<file path="src/design/pllc_defines.svh">
// Constants of the synthesizer standby and main divider control block
`ifndef PLLC_DEFINES_SVH
`define PLLC_DEFINES_SVH

// ==========================================================
// Serial word lengths
`define PLLC_LEN_CTRL      6'd8
`define PLLC_LEN_MAIN      6'd24
`define PLLC_LEN_MAX       6'd32

// ==========================================================
// Standby control register fields
`define PLLC_C_SEC_SLEEP   0
`define PLLC_C_MAIN_SLEEP  1
`define PLLC_C_OSC_SLEEP   2
`define PLLC_C_RESET       8'h03

// ==========================================================
// Main loop configuration register fields
`define PLLC_N_AUX_CTL     23
`define PLLC_N_LOCK_WIN    22
`define PLLC_N_PUMP_MSB    21
`define PLLC_N_PUMP_LSB    19
`define PLLC_N_PUMP_RATIO  18
`define PLLC_N_DIV_MSB     17
`define PLLC_N_RESET       24'h0003e0
`define PLLC_N_DIV_RESET   18'h003e0

// ==========================================================
// Decoded values
`define PLLC_LOCK_WIN_SHORT 8'h20
`define PLLC_LOCK_WIN_LONG  8'h80
`define PLLC_ADAPT_BASE     8'h10
`define PLLC_AUX_X2_20      5'h14
`define PLLC_AUX_X2_25      5'h19
`define PLLC_AUX_X2_16      5'h10

`endif

</file>
<file path="src/design/pllc_pkg.sv">
// Types of the synthesizer standby and main divider control block
package pllc_pkg;
    typedef enum logic [1:0] {
        PLLC_SLEEP = 2'b00,
        PLLC_ARM   = 2'b01,
        PLLC_RUN   = 2'b11
    } pllc_wake_state_t;
endpackage

</file>
<file path="src/design/pllc_wake_if.sv">
// Signals between the top and one loop standby sequencer
`timescale 1ns/1ps
`default_nettype none
interface pllc_wake_if;
    logic sleep;
    logic ref_pulse;
    logic div_en;
    logic pd_en;
    logic fb_load;
    logic det_reset;
    modport seq (input sleep, input ref_pulse,
                 output div_en, output pd_en, output fb_load,
                 output det_reset);
    modport ctl (output sleep, output ref_pulse,
                 input div_en, input pd_en, input fb_load,
                 input det_reset);
endinterface
`default_nettype wire

</file>
<file path="src/design/pllc_serial_rx.sv">
// Serial port receiver: shifts bits in, hands over whole words
`timescale 1ns/1ps
`default_nettype none
module pllc_serial_rx
    import pllc_pkg::*;
(
    input  wire logic        clk,
    input  wire logic        rst_b,
    input  wire logic        sclk,
    input  wire logic        sdata,
    input  wire logic        enable_b,
    output logic             word_valid,
    output logic [5:0]       word_len,
    output logic [23:0]      word_data
);
`include "pllc_defines.svh"

    logic        sclk_q;
    logic        enable_b_q;
    logic [23:0] shift;
    logic [5:0]  count;

    // ==========================================================
    // Edge history
    always_ff @(posedge clk or negedge rst_b) begin
        if (!rst_b) begin
            sclk_q     <= 1'b0;
            enable_b_q <= 1'b1;
        end else begin
            sclk_q     <= sclk;
            enable_b_q <= enable_b;
        end
    end

    // ==========================================================
    // Shift register, MSB first on rising serial clock
    always_ff @(posedge clk or negedge rst_b) begin
        if (!rst_b) begin
            shift <= 24'h000000;
            count <= 6'h00;
        end else if (enable_b) begin
            count <= 6'h00;
        end else if (sclk && !sclk_q) begin
            shift <= {shift[22:0], sdata};
            if (count != `PLLC_LEN_MAX) begin
                count <= count + 6'h01;
            end
        end
    end

    // ==========================================================
    // Word handed over when enable rises
    always_ff @(posedge clk or negedge rst_b) begin
        if (!rst_b) begin
            word_valid <= 1'b0;
            word_len   <= 6'h00;
            word_data  <= 24'h000000;
        end else begin
            word_valid <= enable_b && !enable_b_q;
            if (enable_b && !enable_b_q) begin
                word_len  <= count;
                word_data <= shift;
            end
        end
    end
endmodule
`default_nettype wire

</file>
<file path="src/design/pllc_loop_wake.sv">
// Two-step standby exit sequencer for one loop
`timescale 1ns/1ps
`default_nettype none
module pllc_loop_wake
    import pllc_pkg::*;
(
    input  wire logic  clk,
    input  wire logic  rst_b,
    pllc_wake_if.seq   wif
);
    pllc_wake_state_t state;

    // ==========================================================
    // Sleep, armed with pulses blocked, running
    always_ff @(posedge clk or negedge rst_b) begin
        if (!rst_b) begin
            state <= PLLC_SLEEP;
        end else if (wif.sleep) begin
            state <= PLLC_SLEEP;
        end else begin
            unique case (state)
                PLLC_SLEEP: state <= PLLC_ARM;
                PLLC_ARM: begin
                    if (wif.ref_pulse) begin
                        state <= PLLC_RUN;
                    end
                end
                PLLC_RUN: state <= PLLC_RUN;
                default:  state <= PLLC_SLEEP;
            endcase
        end
    end

    always_comb begin
        wif.div_en = (state != PLLC_SLEEP);
        wif.pd_en  = (state == PLLC_RUN);
        // load and reset on first reference pulse
        wif.fb_load   = (state == PLLC_ARM) && wif.ref_pulse && !wif.sleep;
        wif.det_reset = wif.fb_load;
    end
endmodule
`default_nettype wire

</file>
<file path="src/design/pllc_top.sv">
// Standby and main loop configuration control of a dual synthesizer
`timescale 1ns/1ps
`default_nettype none

// Summary of operation
// - Main sleep bit set puts the main loop into standby.
// - Main standby floats both pumps, stops dividers, amp, bias, detector.
// - Main standby leaves oscillator running; only oscillator sleep stops it.
// - Main wake first enables amp, dividers, bias with detector pulses blocked.
// - Next reference pulse loads divider, resets detectors, then passes pulses.
// - Registers keep contents and stay writable in standby.
// - Secondary sleep floats its pump, stops amp and dividers.
// - Mode low keeps secondary prescaler and aux output until oscillator sleeps.
// - Secondary wake uses the same two steps as the main loop.
// - Aux control and two secondary bits select aux output ratio.
// - Lock window select gives 32 or 128 oscillator periods.
// - Pump codes 0 to 3 select float, low, high or both pumps.
// - Pump codes 4 to 7 run high pump 16..128 reference cycles, then low.
// - Pump ratio bit selects 4:1 or 8:1 by reducing low pump current.
// - Feedback divide is an 18-bit binary value, host keeps 992..262143.
module pllc_top
    import pllc_pkg::*;
(
    input  wire logic        CLK,
    input  wire logic        RST_B,
    input  wire logic        SER_CLK,
    input  wire logic        SER_DATA,
    input  wire logic        SER_ENABLE_B,
    input  wire logic        MODE_PIN,
    input  wire logic [1:0]  SEC_REF_LOW_BITS,
    input  wire logic        MAIN_REF_DIV_PULSE,
    input  wire logic        SEC_REF_DIV_PULSE,
    output logic             OSC_EN,
    output logic             MAIN_DIV_EN,
    output logic             MAIN_DET_EN,
    output logic             MAIN_FB_LOAD,
    output logic             MAIN_DET_RESET,
    output logic             HIGH_PUMP_EN,
    output logic             LOW_PUMP_EN,
    output logic             LOW_PUMP_REDUCED,
    output logic [17:0]      MAIN_FB_DIVIDE,
    output logic [7:0]       LOCK_WINDOW_PERIODS,
    output logic             SEC_DIV_EN,
    output logic             SEC_DET_EN,
    output logic             SEC_FB_LOAD,
    output logic             SEC_DET_RESET,
    output logic             SEC_PUMP_EN,
    output logic             SEC_PRESCALER_EN,
    output logic             AUX_OUT_EN,
    output logic [4:0]       AUX_RATIO_X2
);
`include "pllc_defines.svh"

    logic        rst_q1;
    logic        rst_b;
    logic        word_valid;
    logic [5:0]  word_len;
    logic [23:0] word_data;
    logic [7:0]  loop_standby_control;
    logic [23:0] main_loop_config;
    logic        main_sleep_bit;
    logic        secondary_sleep_bit;
    logic        oscillator_sleep_bit;
    logic [2:0]  pump_select;
    logic [7:0]  adapt_count;
    logic [7:0]  adapt_limit;
    logic        adapt_done;
    logic        next_high;
    logic        next_low;

    pllc_wake_if main_wif ();
    pllc_wake_if sec_wif ();

    // ==========================================================
    // Reset release
    // Both flops clear together; release follows two edges later
    always_ff @(posedge CLK or negedge RST_B) begin
        if (!RST_B) begin
            rst_q1 <= 1'b0;
            rst_b  <= 1'b0;
        end else begin
            rst_q1 <= 1'b1;
            rst_b  <= rst_q1;
        end
    end

    // ==========================================================
    // Serial port
    // Receiver hands over a word only when its frame ends
    pllc_serial_rx u_rx (
        .clk        (CLK),
        .rst_b      (rst_b),
        .sclk       (SER_CLK),
        .sdata      (SER_DATA),
        .enable_b   (SER_ENABLE_B),
        .word_valid (word_valid),
        .word_len   (word_len),
        .word_data  (word_data)
    );

    // ==========================================================
    // Registers
    // Word length picks the target; any other length is dropped
    // writes accepted regardless of standby
    always_ff @(posedge CLK or negedge rst_b) begin
        if (!rst_b) begin
            loop_standby_control <= `PLLC_C_RESET;
        end else if (word_valid && word_len == `PLLC_LEN_CTRL) begin
            loop_standby_control <= word_data[7:0];
        end
    end

    // applied only on a complete word
    always_ff @(posedge CLK or negedge rst_b) begin
        if (!rst_b) begin
            main_loop_config <= `PLLC_N_RESET;
        end else if (word_valid && word_len == `PLLC_LEN_MAIN) begin
            main_loop_config <= word_data;
        end
    end

    // Field views of the two registers
    assign main_sleep_bit       = loop_standby_control[`PLLC_C_MAIN_SLEEP];
    assign secondary_sleep_bit  = loop_standby_control[`PLLC_C_SEC_SLEEP];
    assign oscillator_sleep_bit = loop_standby_control[`PLLC_C_OSC_SLEEP];
    assign pump_select = main_loop_config[`PLLC_N_PUMP_MSB:`PLLC_N_PUMP_LSB];

    // ==========================================================
    // Loop standby sequencers
    // Each loop has its own copy of the same sequencer; only the sleep bit and the pulse source differ
    // main sleep bit drives main sequencer
    assign main_wif.sleep     = main_sleep_bit;
    assign main_wif.ref_pulse = MAIN_REF_DIV_PULSE;
    // secondary sleep bit drives its sequencer
    assign sec_wif.sleep      = secondary_sleep_bit;
    assign sec_wif.ref_pulse  = SEC_REF_DIV_PULSE;

    pllc_loop_wake u_main_wake (
        .clk   (CLK),
        .rst_b (rst_b),
        .wif   (main_wif)
    );

    pllc_loop_wake u_sec_wake (
        .clk   (CLK),
        .rst_b (rst_b),
        .wif   (sec_wif)
    );

    // ==========================================================
    // Adaptive pump timer, counts reference pulses after start
    // A main word or a stopped loop restarts the interval
    always_comb begin
        adapt_limit = `PLLC_ADAPT_BASE << pump_select[1:0];
    end

    // high pump interval of 16 to 128 reference cycles
    always_ff @(posedge CLK or negedge rst_b) begin
        if (!rst_b) begin
            adapt_count  <= 8'h00;
            adapt_done   <= 1'b0;
        end else begin
            if ((word_valid && word_len == `PLLC_LEN_MAIN)
                    || !main_wif.pd_en) begin
                adapt_count <= 8'h00;
                adapt_done  <= 1'b0;
            end else if (pump_select[2] && !adapt_done
                    && MAIN_REF_DIV_PULSE) begin
                adapt_count <= adapt_count + 8'h01;
                if (adapt_count + 8'h01 == adapt_limit) begin
                    adapt_done <= 1'b1;
                end
            end
        end
    end

    // ==========================================================
    // Main pump selection
    // Pumps stay floating while armed so no early correction escapes
    always_comb begin
        next_high = 1'b0;
        next_low  = 1'b0;
        if (main_wif.pd_en) begin
            unique case (pump_select)
                3'h0: begin
                    next_high = 1'b0;
                    next_low  = 1'b0;
                end
                3'h1: next_low = 1'b1;
                3'h2: next_high = 1'b1;
                3'h3: begin
                    next_high = 1'b1;
                    next_low  = 1'b1;
                end
                3'h4, 3'h5, 3'h6, 3'h7: begin
                    next_high = !adapt_done;
                    next_low  = adapt_done;
                end
            endcase
        end
    end

    // ==========================================================
    // Main loop outputs
    // Registered so pumps and detector switch on one clock edge
    always_ff @(posedge CLK or negedge rst_b) begin
        if (!rst_b) begin
            MAIN_DIV_EN    <= 1'b0;
            MAIN_DET_EN    <= 1'b0;
            MAIN_FB_LOAD   <= 1'b0;
            MAIN_DET_RESET <= 1'b0;
            HIGH_PUMP_EN   <= 1'b0;
            LOW_PUMP_EN    <= 1'b0;
        end else begin
            // dividers, amp, bias off in standby
            MAIN_DIV_EN    <= main_wif.div_en;
            MAIN_DET_EN    <= main_wif.pd_en;
            MAIN_FB_LOAD   <= main_wif.fb_load;
            MAIN_DET_RESET <= main_wif.det_reset;
            HIGH_PUMP_EN   <= next_high;
            LOW_PUMP_EN    <= next_low;
        end
    end

    // ==========================================================
    // Decoded main configuration
    // Register only changes on a whole word, so copying each cycle is safe
    always_ff @(posedge CLK or negedge rst_b) begin
        if (!rst_b) begin
            LOW_PUMP_REDUCED    <= 1'b0;
            MAIN_FB_DIVIDE      <= `PLLC_N_DIV_RESET;
            LOCK_WINDOW_PERIODS <= `PLLC_LOCK_WIN_SHORT;
        end else begin
            // ratio bit reduces low pump current
            LOW_PUMP_REDUCED <= main_loop_config[`PLLC_N_PUMP_RATIO];
            // divide value passed as plain binary
            MAIN_FB_DIVIDE   <= main_loop_config[`PLLC_N_DIV_MSB:0];
            LOCK_WINDOW_PERIODS <= main_loop_config[`PLLC_N_LOCK_WIN]
                ? `PLLC_LOCK_WIN_LONG : `PLLC_LOCK_WIN_SHORT;
        end
    end

    // ==========================================================
    // Secondary loop and reference outputs
    // In mode high the reference outputs also stop with the secondary loop
    always_ff @(posedge CLK or negedge rst_b) begin
        if (!rst_b) begin
            SEC_DIV_EN       <= 1'b0;
            SEC_DET_EN       <= 1'b0;
            SEC_FB_LOAD      <= 1'b0;
            SEC_DET_RESET    <= 1'b0;
            SEC_PUMP_EN      <= 1'b0;
            SEC_PRESCALER_EN <= 1'b0;
            AUX_OUT_EN       <= 1'b0;
            OSC_EN           <= 1'b0;
        end else begin
            // secondary dividers and amp stop in standby
            SEC_DIV_EN    <= sec_wif.div_en;
            SEC_DET_EN    <= sec_wif.pd_en;
            SEC_FB_LOAD   <= sec_wif.fb_load;
            SEC_DET_RESET <= sec_wif.det_reset;
            SEC_PUMP_EN   <= sec_wif.pd_en;
            // oscillator governed only by its own bit
            OSC_EN        <= !oscillator_sleep_bit;
            // prescaler and aux output follow oscillator in mode low
            if (!MODE_PIN) begin
                SEC_PRESCALER_EN <= !oscillator_sleep_bit;
                AUX_OUT_EN       <= !oscillator_sleep_bit;
            end else begin
                SEC_PRESCALER_EN <= sec_wif.div_en && !oscillator_sleep_bit;
                AUX_OUT_EN       <= sec_wif.div_en && !oscillator_sleep_bit;
            end
        end
    end

    // ==========================================================
    // Auxiliary output ratio, twice the ratio to keep 12.5
    // Secondary low bits are a level input, sampled every cycle
    always_ff @(posedge CLK or negedge rst_b) begin
        if (!rst_b) begin
            AUX_RATIO_X2 <= `PLLC_AUX_X2_16;
        end else begin
            // ratio from control bit and two secondary bits
            if (main_loop_config[`PLLC_N_AUX_CTL]) begin
                AUX_RATIO_X2 <= (SEC_REF_LOW_BITS == 2'b00)
                    ? `PLLC_AUX_X2_16 : `PLLC_AUX_X2_20;
            end else begin
                AUX_RATIO_X2 <= (SEC_REF_LOW_BITS == 2'b00)
                    ? `PLLC_AUX_X2_20 : `PLLC_AUX_X2_25;
            end
        end
    end
endmodule
`default_nettype wire

</file>
<file path="config.mk">
export PLATFORM = sky130hd
export DESIGN_NAME = pllc_top
export DESIGN_NICKNAME = d
export VERILOG_FILES = /design/src/design/pllc_pkg.sv /design/src/design/pllc_wake_if.sv /design/src/design/pllc_serial_rx.sv /design/src/design/pllc_loop_wake.sv /design/src/design/pllc_top.sv
export VERILOG_INCLUDE_DIRS = /design/src /design/src/design
export SDC_FILE = /design/constraint.sdc
export NUM_CORES = 1
export LEC_CHECK = 0
export ABC_AREA = 1
export BUFFER_PORTS_ARGS = -buffer_cell sky130_fd_sc_hd__buf_2
export CORE_MARGIN = 2
export CORE_UTILIZATION = 45
export CTS_BUF_LIST = sky130_fd_sc_hd__clkbuf_16
export DETAILED_ROUTE_END_ITERATION = 10
export PLACE_DENSITY = 0.61
export RECOVER_POWER = 25
export SYNTH_ARGS = -nofsm -noshare
export SYNTH_HDL_FRONTEND = slang
export SYNTH_SLANG_ARGS = --single-unit
</file>
<file path="constraint.sdc">
create_clock -name CLK -period 9 [get_ports CLK]
set_input_delay 0.9 -clock CLK [delete_from_list [all_inputs] [get_ports CLK]]
set_output_delay 0.9 -clock CLK [all_outputs]
set_load 0.05 [all_outputs]
</file>
Word-level counts from Yosys, hierarchy flattened
Cells that the tools add are included.

Equality and inequality tests: 17. Bitwise operators: 1. Multiplexer cells: 23. Shift operators: 1. $add $sub $neg: 2. Reductions and logical operators: 34.

Operators with widths (number): 8-bit 2-to-1 mux (3); 6-bit 2-to-1 mux (3); 3-bit == test (second input constant) (4); 2-bit case mux with 3 select lines (2); 2-bit nonzero test (6); 1-bit logical AND (11); 8-bit by 1-bit adder with 8-bit output (second input constant) (1); 8-bit == test (1); 2-bit 2-to-1 mux (4); 5-bit by 2-bit left shift with 8-bit output (first input constant) (1); 1-bit zero test (7); 6-bit by 1-bit adder with 6-bit output (second input constant) (1); 3-bit by 2-bit == test with 1-bit output (second input constant) (2); 6-bit by 4-bit == test with 1-bit output (second input constant) (1); 6-bit by 5-bit == test with 1-bit output (second input constant) (1); 2-bit zero test (3); 1-bit 2-to-1 mux (6); 3-bit inequality test (second input constant) (2); 6-bit inequality test (second input constant) (1); 2-bit AND reduction (3); 5-bit 2-to-1 mux (1); 2-bit by 1-bit == test with 1-bit output (second input constant) (2); 2-bit == test (second input constant) (2); 4-bit 2-to-1 mux (1); 7 further kinds (9).

Flip-flop bits (word level): 147. Bits of input ports: 10. Word-level logic and storage cells: 107.

Logic depth before layout (Yosys ltp)
Gate-level depths: netlist (run 1).

Word-level depth: 5. Gate-level depth with buffers: 10.

Cells and area by module
Synthesis (run 1) repeated with hierarchy kept, for this count alone.

Cell total of the unflattened synthesis: 577. Area total of the unflattened synthesis: 5497.8 um2.

By module, submodules not included: pllc_top (times used 1, cells each 283, sequential area each 1843.0 um2, area each 2793.9 um2); pllc_serial_rx (times used 1, cells each 264, sequential area each 1577.8 um2, area each 2496.1 um2); pllc_loop_wake (times used 2, cells each 15, sequential area each 50.0 um2, area each 103.8 um2).

Worst setup path after synthesis (run 1)
No wires, ideal clock.

Kind: register to output. Start: register, netlist name AUX_RATIO_X2[0]. End: output port AUX_RATIO_X2[3]. Cell stages (with the launch flop): 2. Required time: 8.100 ns. Path slack: 7.214 ns. Data arrival time: 0.886 ns. Cell sequence: dfrtp_1 -> buf_4.

RTL lines: end, declared (line pllc_top.sv:50) `output logic [4:0] AUX_RATIO_X2`.

==> impl_metrics.env, run 1 <==
export IMPL_run_status="finished, violations left"
export IMPL_violations="max-capacitance violations, max-slew violations"
export IMPL_slowest_stage="dfrtp_1"
export IMPL_die_w_um=112.6
export IMPL_start_util_pct=46.31
export IMPL_drtIter0Drc=256
export IMPL_power_density_nw_per_um2=258.8
export IMPL_maxCapViolCount=1
export IMPL_wl_met2_um=4301
export IMPL_seq_area_frac_synth_pct=65.36
export IMPL_drc=0
export IMPL_wl_um=9286
export IMPL_synth_seq_cells=138
export IMPL_hold_viol=0
export IMPL_yosysWarnings=0
export IMPL_ir_worst_vdd_v=0.0001962
export IMPL_num_rows=39
export IMPL_ctsLongestPathBuffers=2
export IMPL_die_area_sq_um=12690
export IMPL_fin_crit_sh_pct=33.36
export IMPL_core_sq_um=11470
export IMPL_start_kind="flip-flop"
export IMPL_wl_per_cell_um=12.28
export IMPL_p_total_mw=1.600
export IMPL_ant_nets=0
export IMPL_syn_cell_area_sq_um=5310
export IMPL_drive_above_1_share_pct=15.17
export IMPL_worstPathRequired_ns=9.42
export IMPL_tightestPinTransition_ns=2.468
export IMPL_timing_fmax_mhz=333.1
export IMPL_min_path_type="in -> async"
export IMPL_path_max_fanout=73
export IMPL_dp_hpwl_um=5947
export IMPL_max_slew_margin_rel_pct=-64.57
export IMPL_leakagePower_nw=3.105
export IMPL_synth_cells=551
export IMPL_postCtsSetupBuffers=0
export IMPL_cts_tree="done"
export IMPL_rsz0062_at_grt="no"
export IMPL_die_height_um=112.6
export IMPL_cp_top_family="flip-flops"
export IMPL_boundaryPins=56
export IMPL_finalCoreUtilization_pct=53.91
export IMPL_setup_viol_count_final=0
export IMPL_slew_viol_final=65
export IMPL_grt_util_all_layers_pct=16.32
export IMPL_via_count=3643
export IMPL_grt_overflow_total=0
export IMPL_grt_pass1_vias=3579
export IMPL_layout_nets=615
export IMPL_cts_repair_resized=0
export IMPL_wl_met1_um=4415
export IMPL_antenna_found_initial=0
export IMPL_fill_cells=1032
export IMPL_crit_chain="buf_4"
export IMPL_gp_congestion=0.8412
export IMPL_n_antenna_cell=0
export IMPL_slowest_delay_ns=2.01
export IMPL_grt_pass1_wl_um=16530
export IMPL_grt_max_degree=74
export IMPL_syn_area_per_cell_sq_um=9.637
export IMPL_cts_sinks=138
export IMPL_critical_path_endpoint_type="asynchronous set/reset pin"
export IMPL_finalCriticalPeriod_ns=3.003
export IMPL_tns_ns=0
export IMPL_met3RoutedLength_um=375
export IMPL_clk_pin_slew_ns=0.05
export IMPL_path_buf_inv=1
export IMPL_cts_buffers_inserted=17
export IMPL_syn_to_final_growth_pct=16.42
export IMPL_port_buffers=47
export IMPL_first_pass_iters=4
export IMPL_worstPathArrival_ns=3.42
export IMPL_clockRootBuffer="clkbuf_16"
export IMPL_crit_type="reg -> async"
export IMPL_htreeDepth=4
export IMPL_viasPerCell=4.819
export IMPL_clock_latency_ns=0.41
export IMPL_holdBufCountCts=0
export IMPL_finClkSkew_ns=0.003475
export IMPL_synth_cell_types=26
export IMPL_top_layer="met4"
## cell usage in the layout (no fill, tap or decap)
master,netlist,final
nand2_1,171,171
dfrtp_1,124,124
inv_1,68,72
o21ai_0,72,72
buf_2,4,44
nand3_1,19,19
clkbuf_16,0,17
nor2_1,14,14
dfstp_2,14,9
conb_1,2,9
a21oi_1,7,7
nor3_1,6,6
clkinv_2,0,6
ha_1,5,5
dfstp_1,0,5
nand4_1,4,4
or2_2,3,3
nand2_2,3,3
o21ai_1,3,3
bufinv_16,0,3
clkbuf_1,10,3
buf_4,13,3
nor2_2,2,2
clkinv_1,0,2
a31oi_1,1,1
inv_2,1,1
nor2_4,1,1
nand3b_1,1,1
a21oi_2,1,1
o31ai_1,1,1
a22o_1,1,1
## report_power, final
group | total (mW) | leakage, nW | internal (mW) | switching [mW]
clock network | 0.667 | 0.300 | 0.425 | 0.241
registers | 0.722 | 1.77 | 0.682 | 0.0396
logic | 0.211 | 1.04 | 0.0512 | 0.160
## per-layer routing
metal  track usage (%)  up-vias
li1                  -     1801
met1             21.45     1764
met3             5.022       18
met5                 0        -
met4             6.585        0
met2             25.47       60
## state kept, by name, summed over array words and instances, names as in the netlist, 2 cells and up
signal                count
u_rx.shift               24
LOCK_WINDOW_PERIODS       2
loop_standby_control      3
AUX_RATIO_X2              2
u_sec_wake.state          2
adapt_count               8
main_loop_config         24
u_rx.count                6
u_main_wake.state         2
u_rx.word_data           24
MAIN_FB_DIVIDE           18
u_rx.word_len             6
## layout make-up
cell class	instances	area [sq um]	area share, %
Clock buffer	17	425.4	6.881
Clock inverter	15	142.6	2.307
Inverter	69	259.0	4.189
Multi-Input combinational cell	324	1451	23.48
Sequential cell	138	3471	56.14
Tap cell	143	178.9	2.894
Timing Repair Buffer	50	254.0	4.108
## synth_stat cells
cell | number | area share, %
buf_4 | 13 | 1.8
dfstp_2 | 14 | 6.9
ha_1 | 5 | 1.2
or2_2 | 3 | 0.35
nor3_1 | 6 | 0.57
a21oi_1 | 7 | 0.66
buf_2 | 4 | 0.38
nand4_1 | 4 | 0.47
o21ai_0 | 72 | 6.8
inv_1 | 68 | 4.8
nand3b_1 | 1 | 0.14
clkbuf_1 | 10 | 0.71
o31ai_1 | 1 | 0.14
nor2_2 | 2 | 0.24
nand2_2 | 3 | 0.35
nand2_1 | 171 | 12
conb_1 | 2 | 0.14
inv_2 | 1 | 0.071
dfrtp_1 | 124 | 58
nand3_1 | 19 | 1.8
nor2_1 | 14 | 0.99
a31oi_1 | 1 | 0.12
a22o_1 | 1 | 0.16
nor2_4 | 1 | 0.21
o21ai_1 | 3 | 0.28
a21oi_2 | 1 | 0.16
## path summary, 6_finish.rpt
| check | startpoint | end | slack (ns) | cells after the start |
|---|---|---|---|---|
| setup / recovery | rst_b | u_rx.word_data[23] | 6.00 | 1 |
| hold / removal | RST_B | rst_q1 | 0.26 | 1 |
| setup reg to reg | rst_b | u_rx.word_data[23] | 6.00 | 1 |
| hold reg to reg | rst_q1 | rst_b | 0.35 | 0 |
| max in group CLK | MAIN_FB_DIVIDE[6] | MAIN_FB_DIVIDE[6] | 6.92 | 1 |
| min in group CLK | rst_q1 | rst_b | 0.35 | 0 |
## kinds of logic after synthesis
kind of cell / synth area share (%)
and+or+nand+nor: 17.20
buffers and inverters: 7.799
DFF: 65.36
adders and majority gates: 1.178
AOI/OAI and AO/OA: 8.318
other: 0.1414
## stage by stage
| stage | instances | setup WS [ns] | area (sq um) | hold slack, ns |
|---|---|---|---|---|
| after floorplan | 558 | 4.895 | 5336 | 0.3312 |
| after global placement | 724 | 6.763 | 5622 | 0.3373 |
| after detailed placement | 724 | 6.691 | 5622 | 0.3420 |
| after CTS | 756 | 6.902 | 6190 | 0.2509 |
| after global routing | 756 | 5.332 | 6182 | 0.2518 |
| final | 756 | 5.997 | 6182 | 0.2635 |
Power figures use the tool's default switching activity.
==> run 2, diff against run 1 <==
--- a/config.mk
+++ b/config.mk
@@ -12,7 +12,7 @@
 export CORE_UTILIZATION = 45
 export CTS_BUF_LIST = sky130_fd_sc_hd__clkbuf_16
 export DETAILED_ROUTE_END_ITERATION = 10
-export PLACE_DENSITY = 0.61
+export PLACE_DENSITY = 0.63
 export RECOVER_POWER = 25
 export SYNTH_ARGS = -nofsm -noshare
 export SYNTH_HDL_FRONTEND = slang
==> constraint.sdc (replaced) <==
create_clock -name CLK -period 2.6 [get_ports CLK]
set_input_delay 0.26 -clock CLK [delete_from_list [all_inputs] [get_ports CLK]]
set_output_delay 0.26 -clock CLK [all_outputs]
set_load 0.05 [all_outputs]
==> run 2 against run 1 <==
The flow still finishes with violations (max-capacitance violations, max-slew violations). Hold slack worse by 0.22 ns. Clock skew rose by 0.0033 ns. Clock power rose to 4.0 times the previous value. Clock-buffer cell count unchanged. Core utilization up 1.3 points. Register-to-register slack got worse by 5.2 ns. Critical path depth unchanged. Final area up 2.5%. Critical path type unchanged. Critical endpoint is now AUX_RATIO_X2[0]. Highest routed layer unchanged.
==> impl_metrics.env, run 2 (synthesis results as in run 1) <==
export IMPL_drc=0
export IMPL_final_common_cell="nand2_1"
export IMPL_hold_viol=0
export IMPL_slowest_delay_ns=1.45
export IMPL_violations="max-capacitance violations, max-slew violations"
export IMPL_clock_latency_ns=0.42
export IMPL_holdBufCountCts=3
export IMPL_cts_repair_resized=0
export IMPL_grt_overflow_total=0
export IMPL_fin_crit_sh_pct=70.39
export IMPL_swShare_pct=26.71
export IMPL_ant_nets=0
export IMPL_final_cell_mix="nand2_1, dfrtp_1, o21ai_0"
export IMPL_grt_util_all_layers_pct=16.74
export IMPL_leakagePower_nw=3.155
export IMPL_reg2reg_depth=1
export IMPL_worstPathRequired_ns=3.17
export IMPL_drive_above_1_share_pct=15.35
export IMPL_p_int_mw=4.327
export IMPL_port_buffers=47
export IMPL_max_slew_margin_rel_pct=-9.563
export IMPL_antenna_found_initial=0
export IMPL_reg_top3="main_loop_config: 24 flops, u_rx.shift: 24 flops, u_rx.word_data: 24 flops"
export IMPL_finClkSkew_ns=0.006767
export IMPL_tns_ns=0
export IMPL_viasPerCell=4.762
export IMPL_dp_hpwl_um=6158
export IMPL_multi_input_area_sq_um=1451
export IMPL_cts_tree="done"
export IMPL_netSwitchingPower_mw=1.577
export IMPL_core_sq_um=11470
export IMPL_gp_congestion=0.8831
export IMPL_slowest_stage="dfrtp_1"
export IMPL_crit_chain="buf_4"
export IMPL_tightestPinTransition_ns=1.643
export IMPL_boundaryPins=56
export IMPL_start_util_pct=46.31
export IMPL_die_height_um=112.6
export IMPL_num_rows=39
export IMPL_setup_viol_count_final=0
export IMPL_maxCapViolCount=1
export IMPL_drtIter0Drc=239
export IMPL_die_area_sq_um=12690
export IMPL_wl_um=9525
export IMPL_clockRootBuffer="clkbuf_16"
export IMPL_run_status="finished, violations left"
export IMPL_layout_nets=621
export IMPL_seq_area_sq_um=3471
export IMPL_start_kind="flip-flop"
export IMPL_path_buf_inv=1
export IMPL_cts_buffers_inserted=17
export IMPL_cts_sinks=138
export IMPL_worstPathArrival_ns=2.40
export IMPL_cp_depth=1
export IMPL_timing_fmax_mhz=546.4
export IMPL_comb_power_share_pct=12.6
export IMPL_grt_pass1_wl_um=16730
export IMPL_clk_pin_slew_ns=0.05
export IMPL_ir_worst_vdd_v=0.0009450
export IMPL_fill_cells=1012
export IMPL_die_w_um=112.6
export IMPL_critical_path_endpoint_type="asynchronous set/reset pin"
export IMPL_power_density_nw_per_um2=931.7
export IMPL_syn_to_final_growth_pct=19.32
export IMPL_min_path_type="in -> reg"
export IMPL_n_antenna_cell=0
export IMPL_holdPathStages=2
export IMPL_htreeDepth=4
export IMPL_via_count=3629
export IMPL_postCtsSetupBuffers=0
export IMPL_fin_hold_ws_ns=0.03915
export IMPL_cp_top_family="flip-flops"
export IMPL_finalCriticalPeriod_ns=1.830
export IMPL_grt_max_degree=52
export IMPL_slew_viol_final=40
export IMPL_wl_per_cell_um=12.50
export IMPL_ctsLongestPathBuffers=2
export IMPL_first_pass_iters=4
export IMPL_rsz0062_at_grt="no"
export IMPL_pwr_share_clk_pct=45.2
export IMPL_path_max_fanout=40
export IMPL_seqPwrFrac_pct=42.2
export IMPL_crit_type="reg -> async"
export IMPL_grt_pass1_vias=3608
==> run 2: cell types whose count changed in the layout (fill, tap and decap cells not counted), sizes merged <==
cell,previous run,this run
clkinvlp,0,2
bufinv,3,6
clkinv,8,5
buf,47,50
dlygate4sd3,0,3
inv,73,71
==> run 2: routing by layer <==
| layer | wire length, um | track usage (%) |
|---|---|---|
| met5 | 0 | 0 |
| met4 | 180 | 6.260 |
| met3 | 476 | 5.778 |
| met2 | 4328 | 24.71 |
| met1 | 4539 | 23.08 |
==> run 2: path summary, 6_finish.rpt <==
path	startpoint	endpoint	slack, ns
min	MODE_PIN	AUX_OUT_EN	0.04
max	rst_b	AUX_RATIO_X2[0]	0.77
max in group CLK	SER_ENABLE_B	u_rx.word_data[3]	0.90
min in group asynchronous	RST_B	rst_q1	0.15
max reg2reg	rst_b	AUX_RATIO_X2[0]	0.77
min reg2reg	rst_q1	rst_b	0.35
==> run 2: area by class of cell <==
class / count / area share (%)
Sequential cell: 138 / 54.78
Multi-Input combinational cell: 324 / 22.91
Clock buffer: 17 / 6.714
Timing Repair Buffer: 56 / 5.036
Inverter: 69 / 4.088
Clock inverter: 15 / 3.653
Tap cell: 143 / 2.824
==> run 2: through the flow <==
stage / cells / util (%) / setup WS (ns) / power, mW / area, sq um
3_3_place_gp: 727 / 49.33 / 1.047 / 3.260 / 5657
5_1_grt: 762 / 55.25 / 0.4279 / 6.173 / 6336
2_1_floorplan: 558 / - / 0.3198 / 3.121 / 5338
4_1_cts: 762 / 55.32 / 0.9643 / 5.960 / 6344
3_5_place_dp: 727 / 49.33 / 0.9825 / 3.277 / 5657
6_report: 762 / 55.25 / 0.7699 / 5.904 / 6336
==> run 2: power groups by stage <==
stage	clock (mW)	sequential (mW)	combinational [mW]
after CTS	2.71	2.49	0.755
after floorplan	0	2.70	0.425
after global routing	2.82	2.52	0.835
after detailed placement	0	2.53	0.747
after global placement	0	2.52	0.736
final	2.67	2.49	0.745
